File: src/ufc_pkg.sv
package ufc_pkg;
    localparam int unsigned ADR_W = 5;
    localparam int unsigned DAT_W = 32;
    localparam int unsigned LVL_W = 7;
    // Register byte addresses
    localparam logic [4:0] ADDR_FIFO_CONTROL = 5'h00;
    localparam logic [4:0] ADDR_ENH_FEATURE = 5'h04;
    localparam logic [4:0] ADDR_STATUS = 5'h08;
    localparam logic [4:0] ADDR_TX_DATA = 5'h0c;
    localparam logic [4:0] ADDR_RX_DATA = 5'h10;
    // fifo_control fields
    localparam int unsigned FC_RX_TRIG_LSB = 6;
    localparam int unsigned FC_TX_TRIG_LSB = 4;
    localparam int unsigned FC_DMA_BIT = 3;
    localparam int unsigned FC_TX_FLUSH_BIT = 2;
    localparam int unsigned FC_RX_FLUSH_BIT = 1;
    localparam int unsigned FC_EN_BIT = 0;
    // enhanced_feature_register field
    localparam int unsigned EFR_ENH_BIT = 4;
    // Status register fields
    localparam int unsigned ST_RX_CNT_LSB = 0;
    localparam int unsigned ST_TX_CNT_LSB = 8;
    localparam int unsigned ST_RX_TRIG_BIT = 16;
    localparam int unsigned ST_TX_TRIG_BIT = 17;
    localparam int unsigned ST_EN_BIT = 18;
    localparam int unsigned ST_DMA_BIT = 19;
    localparam int unsigned ST_ENH_BIT = 20;
    // Trigger levels per code
    localparam logic [6:0] RX_LVL_0 = 7'h08;
    localparam logic [6:0] RX_LVL_1 = 7'h10;
    localparam logic [6:0] RX_LVL_2 = 7'h38;
    localparam logic [6:0] RX_LVL_3 = 7'h3c;
    localparam logic [6:0] TX_LVL_0 = 7'h08;
    localparam logic [6:0] TX_LVL_1 = 7'h10;
    localparam logic [6:0] TX_LVL_2 = 7'h20;
    localparam logic [6:0] TX_LVL_3 = 7'h38;

    typedef struct packed {
        logic [1:0] rx_trig;
        logic [1:0] tx_trig;
        logic dma_mode;
        logic fifo_en;
    } ufc_ctrl_s;

    localparam ufc_ctrl_s CTRL_RESET = '{rx_trig: 2'h0, tx_trig: 2'h0, dma_mode: 1'b0, fifo_en: 1'b0};

    function automatic logic [6:0] rx_level(input logic [1:0] code);
        case (code)
            2'h0: rx_level = RX_LVL_0;
            2'h1: rx_level = RX_LVL_1;
            2'h2: rx_level = RX_LVL_2;
            default: rx_level = RX_LVL_3;
        endcase
    endfunction

    function automatic logic [6:0] tx_level(input logic [1:0] code);
        case (code)
            2'h0: tx_level = TX_LVL_0;
            2'h1: tx_level = TX_LVL_1;
            2'h2: tx_level = TX_LVL_2;
            default: tx_level = TX_LVL_3;
        endcase
    endfunction
endpackage

File: src/ufc_uart_fifo_control.sv
// Summary of operation
// - fifo_control is write-only; reading its address returns zero.
// - Bits 7:6 pick receive trigger: 8, 16, 56 or 60 characters.
// - Bits 5:4 pick transmit trigger: 8, 16, 32 or 56 free spaces.
// - Transmit trigger field changes and applies only with enhanced functions on.
// - Bit 3 selects DMA signalling mode 0 or 1.
// - Bit 2 empties transmit FIFO, leaves shift stage alone, self-clears.
// - Bit 1 empties receive FIFO, leaves shift stage alone, self-clears.
// - Bit 0 enables both FIFOs when 1, disables both when 0.
// - After reset FIFOs are disabled and no flush is pending.
// - With FIFOs off, receiver keeps one character in entry zero, overwriting.
// - Each FIFO holds 64 byte entries.
// - Enhanced bits change only while enhanced functions are enabled.
//
// Our own choices: the Wishbone slave port and the placing of the registers.
module ufc_fifo #(
    parameter int unsigned WIDTH = 8,
    parameter int unsigned DEPTH = 64,
    parameter int unsigned CW = $clog2(DEPTH + 1)
) (
    input wire logic clk_i, // Clock
    input wire logic rst_i, // Sync reset
    input wire logic flush_i, // Empty the FIFO
    input wire logic single_i, // One-entry mode at entry zero
    input wire logic overwrite_i, // Single mode replaces unread entry
    input wire logic in_valid_i, // Write request
    input wire logic [WIDTH-1:0] in_data_i, // Write data
    output logic in_ready_o, // Room available
    output logic out_valid_o, // Data available
    output logic [WIDTH-1:0] out_data_o, // Head entry
    input wire logic out_ready_i, // Pop
    output logic [CW-1:0] count_o // Fill level
);
    localparam int unsigned IW = $clog2(DEPTH);
    typedef struct packed {
        logic [DEPTH-1:0][WIDTH-1:0] mem;
        logic [IW-1:0] wp;
        logic [IW-1:0] rp;
        logic [CW-1:0] cnt;
        logic rdy;
    } ufc_fifo_st_s;
    ufc_fifo_st_s q, d;
    logic push, pop, counted;

    // Nothing pops during a flush, so a doomed byte cannot slip into the stage
    assign out_valid_o = (q.cnt != '0) && !flush_i;
    assign out_data_o = q.mem[q.rp];
    assign in_ready_o = q.rdy;
    assign count_o = q.cnt;

    always_comb begin
        d = q;
        push = in_valid_i && q.rdy;
        pop = out_valid_o && out_ready_i;
        // A single-mode overwrite leaves the count at one
        counted = push && !(single_i && (q.cnt != '0) && !pop);
        if (pop && !single_i) begin
            d.rp = q.rp + 1'b1;
        end
        if (push) begin
            d.mem[q.wp] = in_data_i;
            if (!single_i) begin
                d.wp = q.wp + 1'b1;
            end
        end
        d.cnt = q.cnt + CW'(counted) - CW'(pop);
        // Storage is left as is; only pointers and count go back
        if (flush_i) begin
            d.wp = '0;
            d.rp = '0;
            d.cnt = '0;
        end
        // A disabled receiver always accepts: the newest byte replaces entry zero
        if (single_i && overwrite_i) begin
            d.rdy = 1'b1;
        end else if (single_i) begin
            d.rdy = (d.cnt == '0);
        end else begin
            d.rdy = (d.cnt < CW'(DEPTH));
        end
    end

    always_ff @(posedge clk_i) begin
        if (rst_i) begin
            q <= '0;
        end else begin
            q <= d;
        end
    end
endmodule // ufc_fifo

module ufc_uart_fifo_control #(
    parameter int unsigned DEPTH = 64,
    parameter int unsigned CW = $clog2(DEPTH + 1)
) (
    input wire logic clk_i, // 40 MHz clock
    input wire logic rst_i, // Sync reset, active high
    input wire logic wb_cyc_i, // Bus cycle
    input wire logic wb_stb_i, // Strobe
    input wire logic wb_we_i, // Write
    input wire logic [4:0] wb_adr_i, // Byte address
    input wire logic [3:0] wb_sel_i, // Byte enables
    input wire logic [31:0] wb_dat_i, // Write data
    output logic [31:0] wb_dat_o, // Read data
    output logic wb_ack_o, // Acknowledge
    output logic tx_valid_o, // Byte for transmit shift stage
    output logic [7:0] tx_data_o, // Transmit byte
    input wire logic tx_ready_i, // Shift stage takes byte
    input wire logic rx_valid_i, // Byte from receive shift stage
    input wire logic [7:0] rx_data_i, // Received byte
    output logic rx_ready_o, // Receive FIFO accepts
    output logic fifo_en_o, // FIFOs enabled
    output logic dma_mode_o, // DMA signalling mode
    output logic rx_trig_o, // Receive fill at level
    output logic tx_trig_o // Transmit space at level
);
    typedef struct packed {
        ufc_pkg::ufc_ctrl_s ctrl;
        logic enh;
        logic flush_tx;
        logic flush_rx;
        logic ack;
        logic [31:0] dat;
        logic txv;
        logic [7:0] txd;
        logic rxt;
        logic txt;
    } ufc_top_st_s;
    ufc_top_st_s q, d;
    logic acc, wr, rd, fc_wr, en_change;
    logic [7:0] wb_byte;
    logic txf_in_valid, txf_in_ready, txf_out_valid, txf_out_ready;
    logic rxf_out_valid, rxf_out_ready;
    logic [7:0] txf_out_data, rxf_out_data;
    logic [CW-1:0] tx_cnt, rx_cnt;

    // The ack flop gates acc, so a held strobe is taken again only after ack falls
    assign acc = wb_cyc_i && wb_stb_i && !q.ack;
    assign wr = acc && wb_we_i && wb_sel_i[0];
    assign rd = acc && !wb_we_i;
    assign wb_byte = wb_dat_i[7:0];
    assign fc_wr = wr && (wb_adr_i == ufc_pkg::ADDR_FIFO_CONTROL);
    assign en_change = wb_byte[ufc_pkg::FC_EN_BIT] != q.ctrl.fifo_en;
    // Host bytes are dropped when the transmit FIFO is full
    assign txf_in_valid = wr && (wb_adr_i == ufc_pkg::ADDR_TX_DATA);
    assign rxf_out_ready = rd && (wb_adr_i == ufc_pkg::ADDR_RX_DATA);
    assign txf_out_ready = !q.txv || tx_ready_i;

    ufc_fifo #(.WIDTH(8), .DEPTH(DEPTH), .CW(CW)) u_tx_fifo (
        .clk_i(clk_i),
        .rst_i(rst_i),
        .flush_i(q.flush_tx),
        .single_i(!q.ctrl.fifo_en),
        .overwrite_i(1'b0),
        .in_valid_i(txf_in_valid),
        .in_data_i(wb_byte),
        .in_ready_o(txf_in_ready),
        .out_valid_o(txf_out_valid),
        .out_data_o(txf_out_data),
        .out_ready_i(txf_out_ready),
        .count_o(tx_cnt)
    );

    ufc_fifo #(.WIDTH(8), .DEPTH(DEPTH), .CW(CW)) u_rx_fifo (
        .clk_i(clk_i),
        .rst_i(rst_i),
        .flush_i(q.flush_rx),
        .single_i(!q.ctrl.fifo_en),
        .overwrite_i(1'b1),
        .in_valid_i(rx_valid_i),
        .in_data_i(rx_data_i),
        .in_ready_o(rx_ready_o),
        .out_valid_o(rxf_out_valid),
        .out_data_o(rxf_out_data),
        .out_ready_i(rxf_out_ready),
        .count_o(rx_cnt)
    );

    always_comb begin
        d = q;
        d.ack = acc;
        d.flush_tx = 1'b0;
        d.flush_rx = 1'b0;
        if (fc_wr) begin
            d.ctrl.rx_trig = wb_byte[ufc_pkg::FC_RX_TRIG_LSB +: 2];
            if (q.enh) begin
                d.ctrl.tx_trig = wb_byte[ufc_pkg::FC_TX_TRIG_LSB +: 2];
            end
            d.ctrl.dma_mode = wb_byte[ufc_pkg::FC_DMA_BIT];
            d.ctrl.fifo_en = wb_byte[ufc_pkg::FC_EN_BIT];
            // Changing the enable empties both, so single mode starts at entry zero
            d.flush_tx = wb_byte[ufc_pkg::FC_TX_FLUSH_BIT] || en_change;
            d.flush_rx = wb_byte[ufc_pkg::FC_RX_FLUSH_BIT] || en_change;
        end
        if (wr && (wb_adr_i == ufc_pkg::ADDR_ENH_FEATURE)) begin
            d.enh = wb_byte[ufc_pkg::EFR_ENH_BIT];
        end
        if (rd) begin
            d.dat = '0;
            case (wb_adr_i)
                ufc_pkg::ADDR_ENH_FEATURE: d.dat[ufc_pkg::EFR_ENH_BIT] = q.enh;
                ufc_pkg::ADDR_STATUS: begin
                    d.dat[ufc_pkg::ST_RX_CNT_LSB +: CW] = rx_cnt;
                    d.dat[ufc_pkg::ST_TX_CNT_LSB +: CW] = tx_cnt;
                    d.dat[ufc_pkg::ST_RX_TRIG_BIT] = q.rxt;
                    d.dat[ufc_pkg::ST_TX_TRIG_BIT] = q.txt;
                    d.dat[ufc_pkg::ST_EN_BIT] = q.ctrl.fifo_en;
                    d.dat[ufc_pkg::ST_DMA_BIT] = q.ctrl.dma_mode;
                    d.dat[ufc_pkg::ST_ENH_BIT] = q.enh;
                end
                ufc_pkg::ADDR_RX_DATA: d.dat[7:0] = rxf_out_valid ? rxf_out_data : 8'h00;
                default: d.dat = '0;
            endcase
        end
        // Output stage stands for the shift register a flush must not touch
        if (txf_out_valid && txf_out_ready) begin
            d.txv = 1'b1;
            d.txd = txf_out_data;
        end else if (tx_ready_i) begin
            d.txv = 1'b0;
        end
        d.rxt = q.ctrl.fifo_en && (rx_cnt >= CW'(ufc_pkg::rx_level(q.ctrl.rx_trig)));
        d.txt = q.ctrl.fifo_en && ((CW'(DEPTH) - tx_cnt) >=
            CW'(ufc_pkg::tx_level(q.enh ? q.ctrl.tx_trig : 2'h0)));
    end

    always_ff @(posedge clk_i) begin
        if (rst_i) begin
            q <= '0;
            q.ctrl <= ufc_pkg::CTRL_RESET;
        end else begin
            q <= d;
        end
    end

    assign wb_ack_o = q.ack;
    assign wb_dat_o = q.dat;
    assign tx_valid_o = q.txv;
    assign tx_data_o = q.txd;
    assign fifo_en_o = q.ctrl.fifo_en;
    assign dma_mode_o = q.ctrl.dma_mode;
    assign rx_trig_o = q.rxt;
    assign tx_trig_o = q.txt;

    // Flags lag the counts by one cycle, so checks compare against the past cycle
    AST_FC_READS_ZERO: assert property (@(posedge clk_i) disable iff (rst_i)
        rd && (wb_adr_i == ufc_pkg::ADDR_FIFO_CONTROL) |=> wb_ack_o && (wb_dat_o == 32'h0))
        else $error("fifo_control read returned data");
    AST_RX_TRIG: assert property (@(posedge clk_i) disable iff (rst_i)
        ##1 rx_trig_o == $past(fifo_en_o && (rx_cnt >= CW'(ufc_pkg::rx_level(q.ctrl.rx_trig)))))
        else $error("receive trigger flag wrong");
    AST_TX_TRIG: assert property (@(posedge clk_i) disable iff (rst_i)
        fifo_en_o && q.enh && (tx_cnt == '0) && $stable(q.ctrl) |=> tx_trig_o)
        else $error("transmit trigger flag missing");
    AST_TX_FIELD_LOCK: assert property (@(posedge clk_i) disable iff (rst_i)
        fc_wr && !q.enh |=> $stable(q.ctrl.tx_trig))
        else $error("transmit trigger field changed while locked");
    AST_DMA_MODE: assert property (@(posedge clk_i) disable iff (rst_i)
        fc_wr |=> dma_mode_o == $past(wb_dat_i[ufc_pkg::FC_DMA_BIT]))
        else $error("DMA mode not taken");
    AST_TX_FLUSH: assert property (@(posedge clk_i) disable iff (rst_i)
        fc_wr && wb_dat_i[ufc_pkg::FC_TX_FLUSH_BIT] |=> q.flush_tx ##1 (!q.flush_tx && tx_cnt == '0))
        else $error("transmit flush did not empty FIFO");
    AST_RX_FLUSH: assert property (@(posedge clk_i) disable iff (rst_i)
        fc_wr && wb_dat_i[ufc_pkg::FC_RX_FLUSH_BIT] |-> ##2 (rx_cnt == '0) && !q.flush_rx)
        else $error("receive flush did not empty FIFO");
    AST_ENABLE: assert property (@(posedge clk_i) disable iff (rst_i)
        fc_wr |=> fifo_en_o == $past(wb_dat_i[ufc_pkg::FC_EN_BIT]))
        else $error("enable not taken");
    AST_RESET_STATE: assert property (@(posedge clk_i) disable iff (rst_i)
        $fell(rst_i) |-> !fifo_en_o && !q.flush_tx && !q.flush_rx)
        else $error("state after reset wrong");
    AST_SINGLE_ENTRY: assert property (@(posedge clk_i) disable iff (rst_i)
        !fifo_en_o && $past(!fifo_en_o) && !$past(rst_i) |-> (rx_cnt <= CW'(1)) && rx_ready_o)
        else $error("disabled receiver holds more than one entry");
    AST_DEPTH: assert property (@(posedge clk_i) disable iff (rst_i)
        (rx_cnt <= CW'(DEPTH)) && (tx_cnt <= CW'(DEPTH)))
        else $error("FIFO count beyond depth");
    AST_RX_FULL: assert property (@(posedge clk_i) disable iff (rst_i)
        fifo_en_o && (rx_cnt == CW'(DEPTH)) |-> !rx_ready_o)
        else $error("full receive FIFO still ready");
    AST_RX_TRIG_FULL: assert property (@(posedge clk_i) disable iff (rst_i)
        fifo_en_o && (rx_cnt == CW'(DEPTH)) |=> rx_trig_o)
        else $error("full receive FIFO without trigger");
    AST_TX_TRIG_FULL: assert property (@(posedge clk_i) disable iff (rst_i)
        fifo_en_o && (tx_cnt == CW'(DEPTH)) |=> !tx_trig_o)
        else $error("transmit trigger with no free space");
    AST_FLUSH_SELF_CLEAR: assert property (@(posedge clk_i) disable iff (rst_i)
        q.flush_tx || q.flush_rx |=> !q.flush_tx && !q.flush_rx)
        else $error("flush request did not clear itself");
    AST_STAGE_KEPT: assert property (@(posedge clk_i) disable iff (rst_i)
        q.flush_tx && tx_valid_o && !tx_ready_i |=> tx_valid_o && $stable(tx_data_o))
        else $error("transmit flush disturbed the shift stage");
    AST_SEL_IGNORED: assert property (@(posedge clk_i) disable iff (rst_i)
        wb_cyc_i && wb_stb_i && !wb_ack_o && wb_we_i && !wb_sel_i[0] &&
        (wb_adr_i == ufc_pkg::ADDR_FIFO_CONTROL) |=> $stable(q.ctrl))
        else $error("write without byte lane zero changed control");
    // Main scenarios
    COV_STAGE_TAKE: cover property (@(posedge clk_i) disable iff (rst_i) tx_valid_o && tx_ready_i);
    COV_TX_FLUSH: cover property (@(posedge clk_i) disable iff (rst_i)
        (tx_cnt != '0) ##1 q.flush_tx ##1 (tx_cnt == '0));
    COV_RX_TRIG: cover property (@(posedge clk_i) disable iff (rst_i) $rose(rx_trig_o));
    COV_RX_FULL: cover property (@(posedge clk_i) disable iff (rst_i) fifo_en_o && !rx_ready_o);
    COV_OVERWRITE: cover property (@(posedge clk_i) disable iff (rst_i)
        !fifo_en_o && rx_valid_i && (rx_cnt == CW'(1)));
endmodule // ufc_uart_fifo_control

File: config.mk
export PLATFORM = sky130hd
export DESIGN_NAME = ufc_uart_fifo_control
export DESIGN_NICKNAME = d
export VERILOG_FILES = /design/src/ufc_pkg.sv /design/src/ufc_uart_fifo_control.sv
export SDC_FILE = /design/constraint.sdc
export NUM_CORES = 2
export LEC_CHECK = 0
export ABC_AREA = 1
export BUFFER_PORTS_ARGS = -buffer_cell sky130_fd_sc_hd__buf_2
export CAP_MARGIN = 20
export CELL_PAD_IN_SITES_DETAIL_PLACEMENT = 1
export CELL_PAD_IN_SITES_GLOBAL_PLACEMENT = 2
export CORE_ASPECT_RATIO = 0.9
export CORE_MARGIN = 2
export CORE_UTILIZATION = 33
export CTS_CLUSTER_DIAMETER = 100
export DETAILED_ROUTE_END_ITERATION = 10
export PLACE_DENSITY_LB_ADDON = 0.1
export SYNTH_ARGS = -nofsm -noshare
export SYNTH_HDL_FRONTEND = slang
export SYNTH_HIERARCHICAL = 1
export SYNTH_SLANG_ARGS = --single-unit
File: constraint.sdc
create_clock -name clk_i -period 2.5 [get_ports clk_i]
set_input_delay 0.25 -clock clk_i [delete_from_list [all_inputs] [get_ports clk_i]]
set_output_delay 0.25 -clock clk_i [all_outputs]
set_load 0.02 [all_outputs]
==> results.json <==
{
  "status": "finished, violations left",
  "violations": "negative setup slack",
  "yosysWarningCount": 6,
  "regArea_um2": 22100,
  "grt_max_degree": 89,
  "port_buffers": 63,
  "cpLargestDelayFamily": "simple AND/OR/NAND/NOR gates",
  "max_freq_mhz": 379,
  "cp-end-kind": "flip-flop",
  "hp-class": "input pin to flip-flop",
  "fillers": 17600,
  "post-route-util_pct": 39.6,
  "cts_root_buf": "clkbuf_16",
  "grt_overflow": 0,
  "cp.arrival_ns": 3.33,
  "pwr-share-seq_pct": 43.8,
  "period_needed_ns": 2.64,
  "synth-seq-cells": 1105,
  "fin_tns_setup_ns": -0.205,
  "final_common_cell": "o21ai_0",
  "grt_use_total_pct": 24.9,
  "route.detailed.drc": 0,
  "synth_area_per_cell_um2": 7.43,
  "area_growth_pct": 19.6,
  "grt_pass1_vias": 45200,
  "post_dp_cell_area_um2": 52500,
  "drtAntennaViolNets": 0,
  "p_int_mw": 30.1,
  "finalCritPeriodShare_pct": 106,
  "path_buf_inv": 4,
  "p_sw_share_pct": 26.3,
  "vias": 46300,
  "critical_path_class": "flip-flop to flip-flop",
  "multi_input_comb_area_um2": 22400,
  "place_hpwl_um": 123000,
  "cts_sinks": 1105,
  "holdWs_ns": 0.0127,
  "yosysSeqAreaShare_pct": 45.8,
  "final-max-slew-violation-count": 0,
  "power_frac_clock_pct": 46.3,
  "p_switching_mw": 10.7,
  "slew_headroom_pct": 34.7,
  "clkLatencyLatePin_ns": 0.78,
  "htree_levels": 4,
  "crit_fanout": 3,
  "power_mw": 40.9,
  "mostFrequentLayoutCells": "o21ai_0, a21oi_1, dfxtp_1, nand2_1, nor2_1",
  "leakage_nw": 22.2,
  "rsz0062_at_grt": "true",
  "finalInstanceArea_um2": 57800,
  "cap_violations": 0,
  "crit_chain": "inv_4, nand3_4, nor2_4, inv_2, nor3_4, nand3_2, inv_2, nand2_2, o21ai_2, ha_2, fa_2, inv_2, a21oi_2, nor2_1, nand2_1, nor2_1, nand2_1, nand2_1, nand2_1, a21oi_2",
  "start_util_pct": 33.2,
  "clockBufferDepth": 3,
  "fp.dieH_um": 367,
  "power_density_nw_per_um2": 707,
  "dr.pass1.iters": 5,
  "drtIter0Drc": 3704,
  "grt_pass1_wl_um": 290000,
  "place.gp.congestion": 0.828,
  "via_per_inst": 5.38,
  "cts_tree": "done",
  "critical_path_required_ns": 3.19,
  "wire_per_inst_um": 22.5,
  "wl_um": 194000,
  "start_kind": "flip-flop",
  "setup_viol": 2,
  "dieArea_um2": 150000,
  "ir_worst_vdd_uv": 713,
  "nets": 6649,
  "worst_slack_ns": -0.138,
  "worst_pin_slew_ns": 0.979,
  "die_w_um": 407,
  "hold_viol": 0,
  "comb_power_share_pct": 9.9,
  "core_um2": 146000,
  "finalClockSkew_ns": 0.0269,
  "clk_pin_slew_ns": 0.06,
  "syn-cell-area_um2": 48300,
  "pin_count": 103,
  "syn_inst": 6506,
  "cp_slowest_cell": "fa_2",
  "antenna_found_initial": 8,
  "cts_buffers": 131,
  "cpPeakStageDelay_ns": 0.44,
  "drive_gt1_share_pct": 14.5,
  "cp_common_cell": "nand2_1",
  "ys_types": 43,
  "std_cell_rows": 133
}
cells by family after synthesis:
kind of cell | synth area share (%)
xor+xnor | 0.127
other cells | 0.0155
fa+ha+maj | 0.782
buf+inv | 8.98
compound gates | 31.9
simple gates | 12.5
flops | 45.8
metrics by stage:
stage | setup WS [ns] | std cells
floorplan | -0.0783 | 6518
global placement | -0.213 | 8332
detailed placement | -0.214 | 8332
CTS | -0.105 | 8591
global route | -0.341 | 8620
finish | -0.138 | 8621
path summary, 6_finish.rpt:
path	startpoint	to	slack, ns	depth (start not counted)
setup / recovery	wb_ack_o$_SDFF_PP0_	u_rx_fifo/in_ready_o$_SDFF_PP0_	-0.14	20
hold / removal	rx_data_i[5]	u_rx_fifo/q[273]$_SDFFE_PP0P_	0.01	3
setup reg to reg	wb_ack_o$_SDFF_PP0_	u_rx_fifo/in_ready_o$_SDFF_PP0_	-0.14	20
hold reg to reg	u_tx_fifo/q[521]$_SDFFE_PP0P_	u_tx_fifo/q[521]$_SDFFE_PP0P_	0.44	2
cells in the mapped netlist:
cell	instances	share of area, %
and2_1	1	0.013
a31oi_1	2	0.026
a21oi_2	1	0.018
a211oi_1	1	0.016
clkinv_1	7	0.054
nand3_1	220	2.3
fa_1	2	0.083
nand3b_1	2	0.031
buf_6	7	0.16
nand4_1	37	0.48
clkbuf_1	374	2.9
xor2_1	2	0.036
or2_2	3	0.039
o221ai_1	15	0.27
inv_1	358	2.8
a21oi_1	1296	13
nand3_2	7	0.14
nor3b_1	3	0.047
o211ai_1	141	2.2
buf_8	1	0.031
nand2_1	513	4.0
nor3_2	1	0.021
o21ai_0	1498	16
ha_1	27	0.70
nand2_2	5	0.065
dfxtp_1	1105	46
o22ai_1	21	0.27
buf_1	23	0.18
and3_2	1	0.016
xnor2_1	5	0.091
nor2_1	450	3.5
nor3_4	4	0.13
o21ai_1	13	0.13
buf_4	77	1.2
conb_1	2	0.016
nor4_1	3	0.039
nor2_8	1	0.041
buf_2	134	1.4
inv_2	35	0.27
nor2_2	56	0.72
nor3_1	20	0.21
clkbuf_2	1	0.010
nor2_4	31	0.72
cell type report:
class | instances | share of cell area [%]
diodes | 1 | 0.00433
flip-flops and latches | 1105 | 38.3
clock buffers | 202 | 6.66
repair buffers | 530 | 8.90
multi-input cells | 4396 | 38.7
well taps | 1957 | 4.24
inverters | 400 | 2.70
clock inverters | 30 | 0.513
tightest hold or removal path, delay by kind of cell:
kind | cells | cell delay [ns]
compound gates | 1 | 0.19
buf+inv | 2 | 0.29
flip-flops by register name (all words and copies together) (netlist names), 7 cells and up:
register / cells
q: 7
tx_data_o: 8
u_rx_fifo/count_o: 7
u_rx_fifo/q: 524
u_tx_fifo/count_o: 7
u_tx_fifo/q: 524
wb_dat_o: 20
power by group through the flow:
stage,Clock [mW],Sequential [mW],Combinational (mW)
3_3_place_gp,0,18.3,3.76
3_5_place_dp,0,18.3,3.79
4_1_cts,19.4,17.9,3.90
5_1_grt,20.2,17.9,4.46
6_report,18.9,17.9,4.06
2_1_floorplan,0,18.3,2.22
timing repair:
| action | CTS | global route |
|---|---|---|
| setup endpoints to repair | 7 | 56 |
| gates cloned | 1 | 10 |
| setup buffers | 4 | 19 |
| endpoints found under the hold margin | 99 | 0 |
| hold buffers | 22 | 0 |
| pin swaps | 7 | 58 |
| gates resized for setup | 13 | 138 |
routing by layer:
metal	GRT usage, %	vias up	wire, µm	part of all wire (%)
met5	0	-	0	0
met1	38.5	22800	101000	52
met3	4.10	209	9890	5.1
met4	5.08	0	3060	1.6
li1	-	22400	-	-
met2	35.8	898	79600	41
No activity file was read; power rests on OpenSTA's default activity.
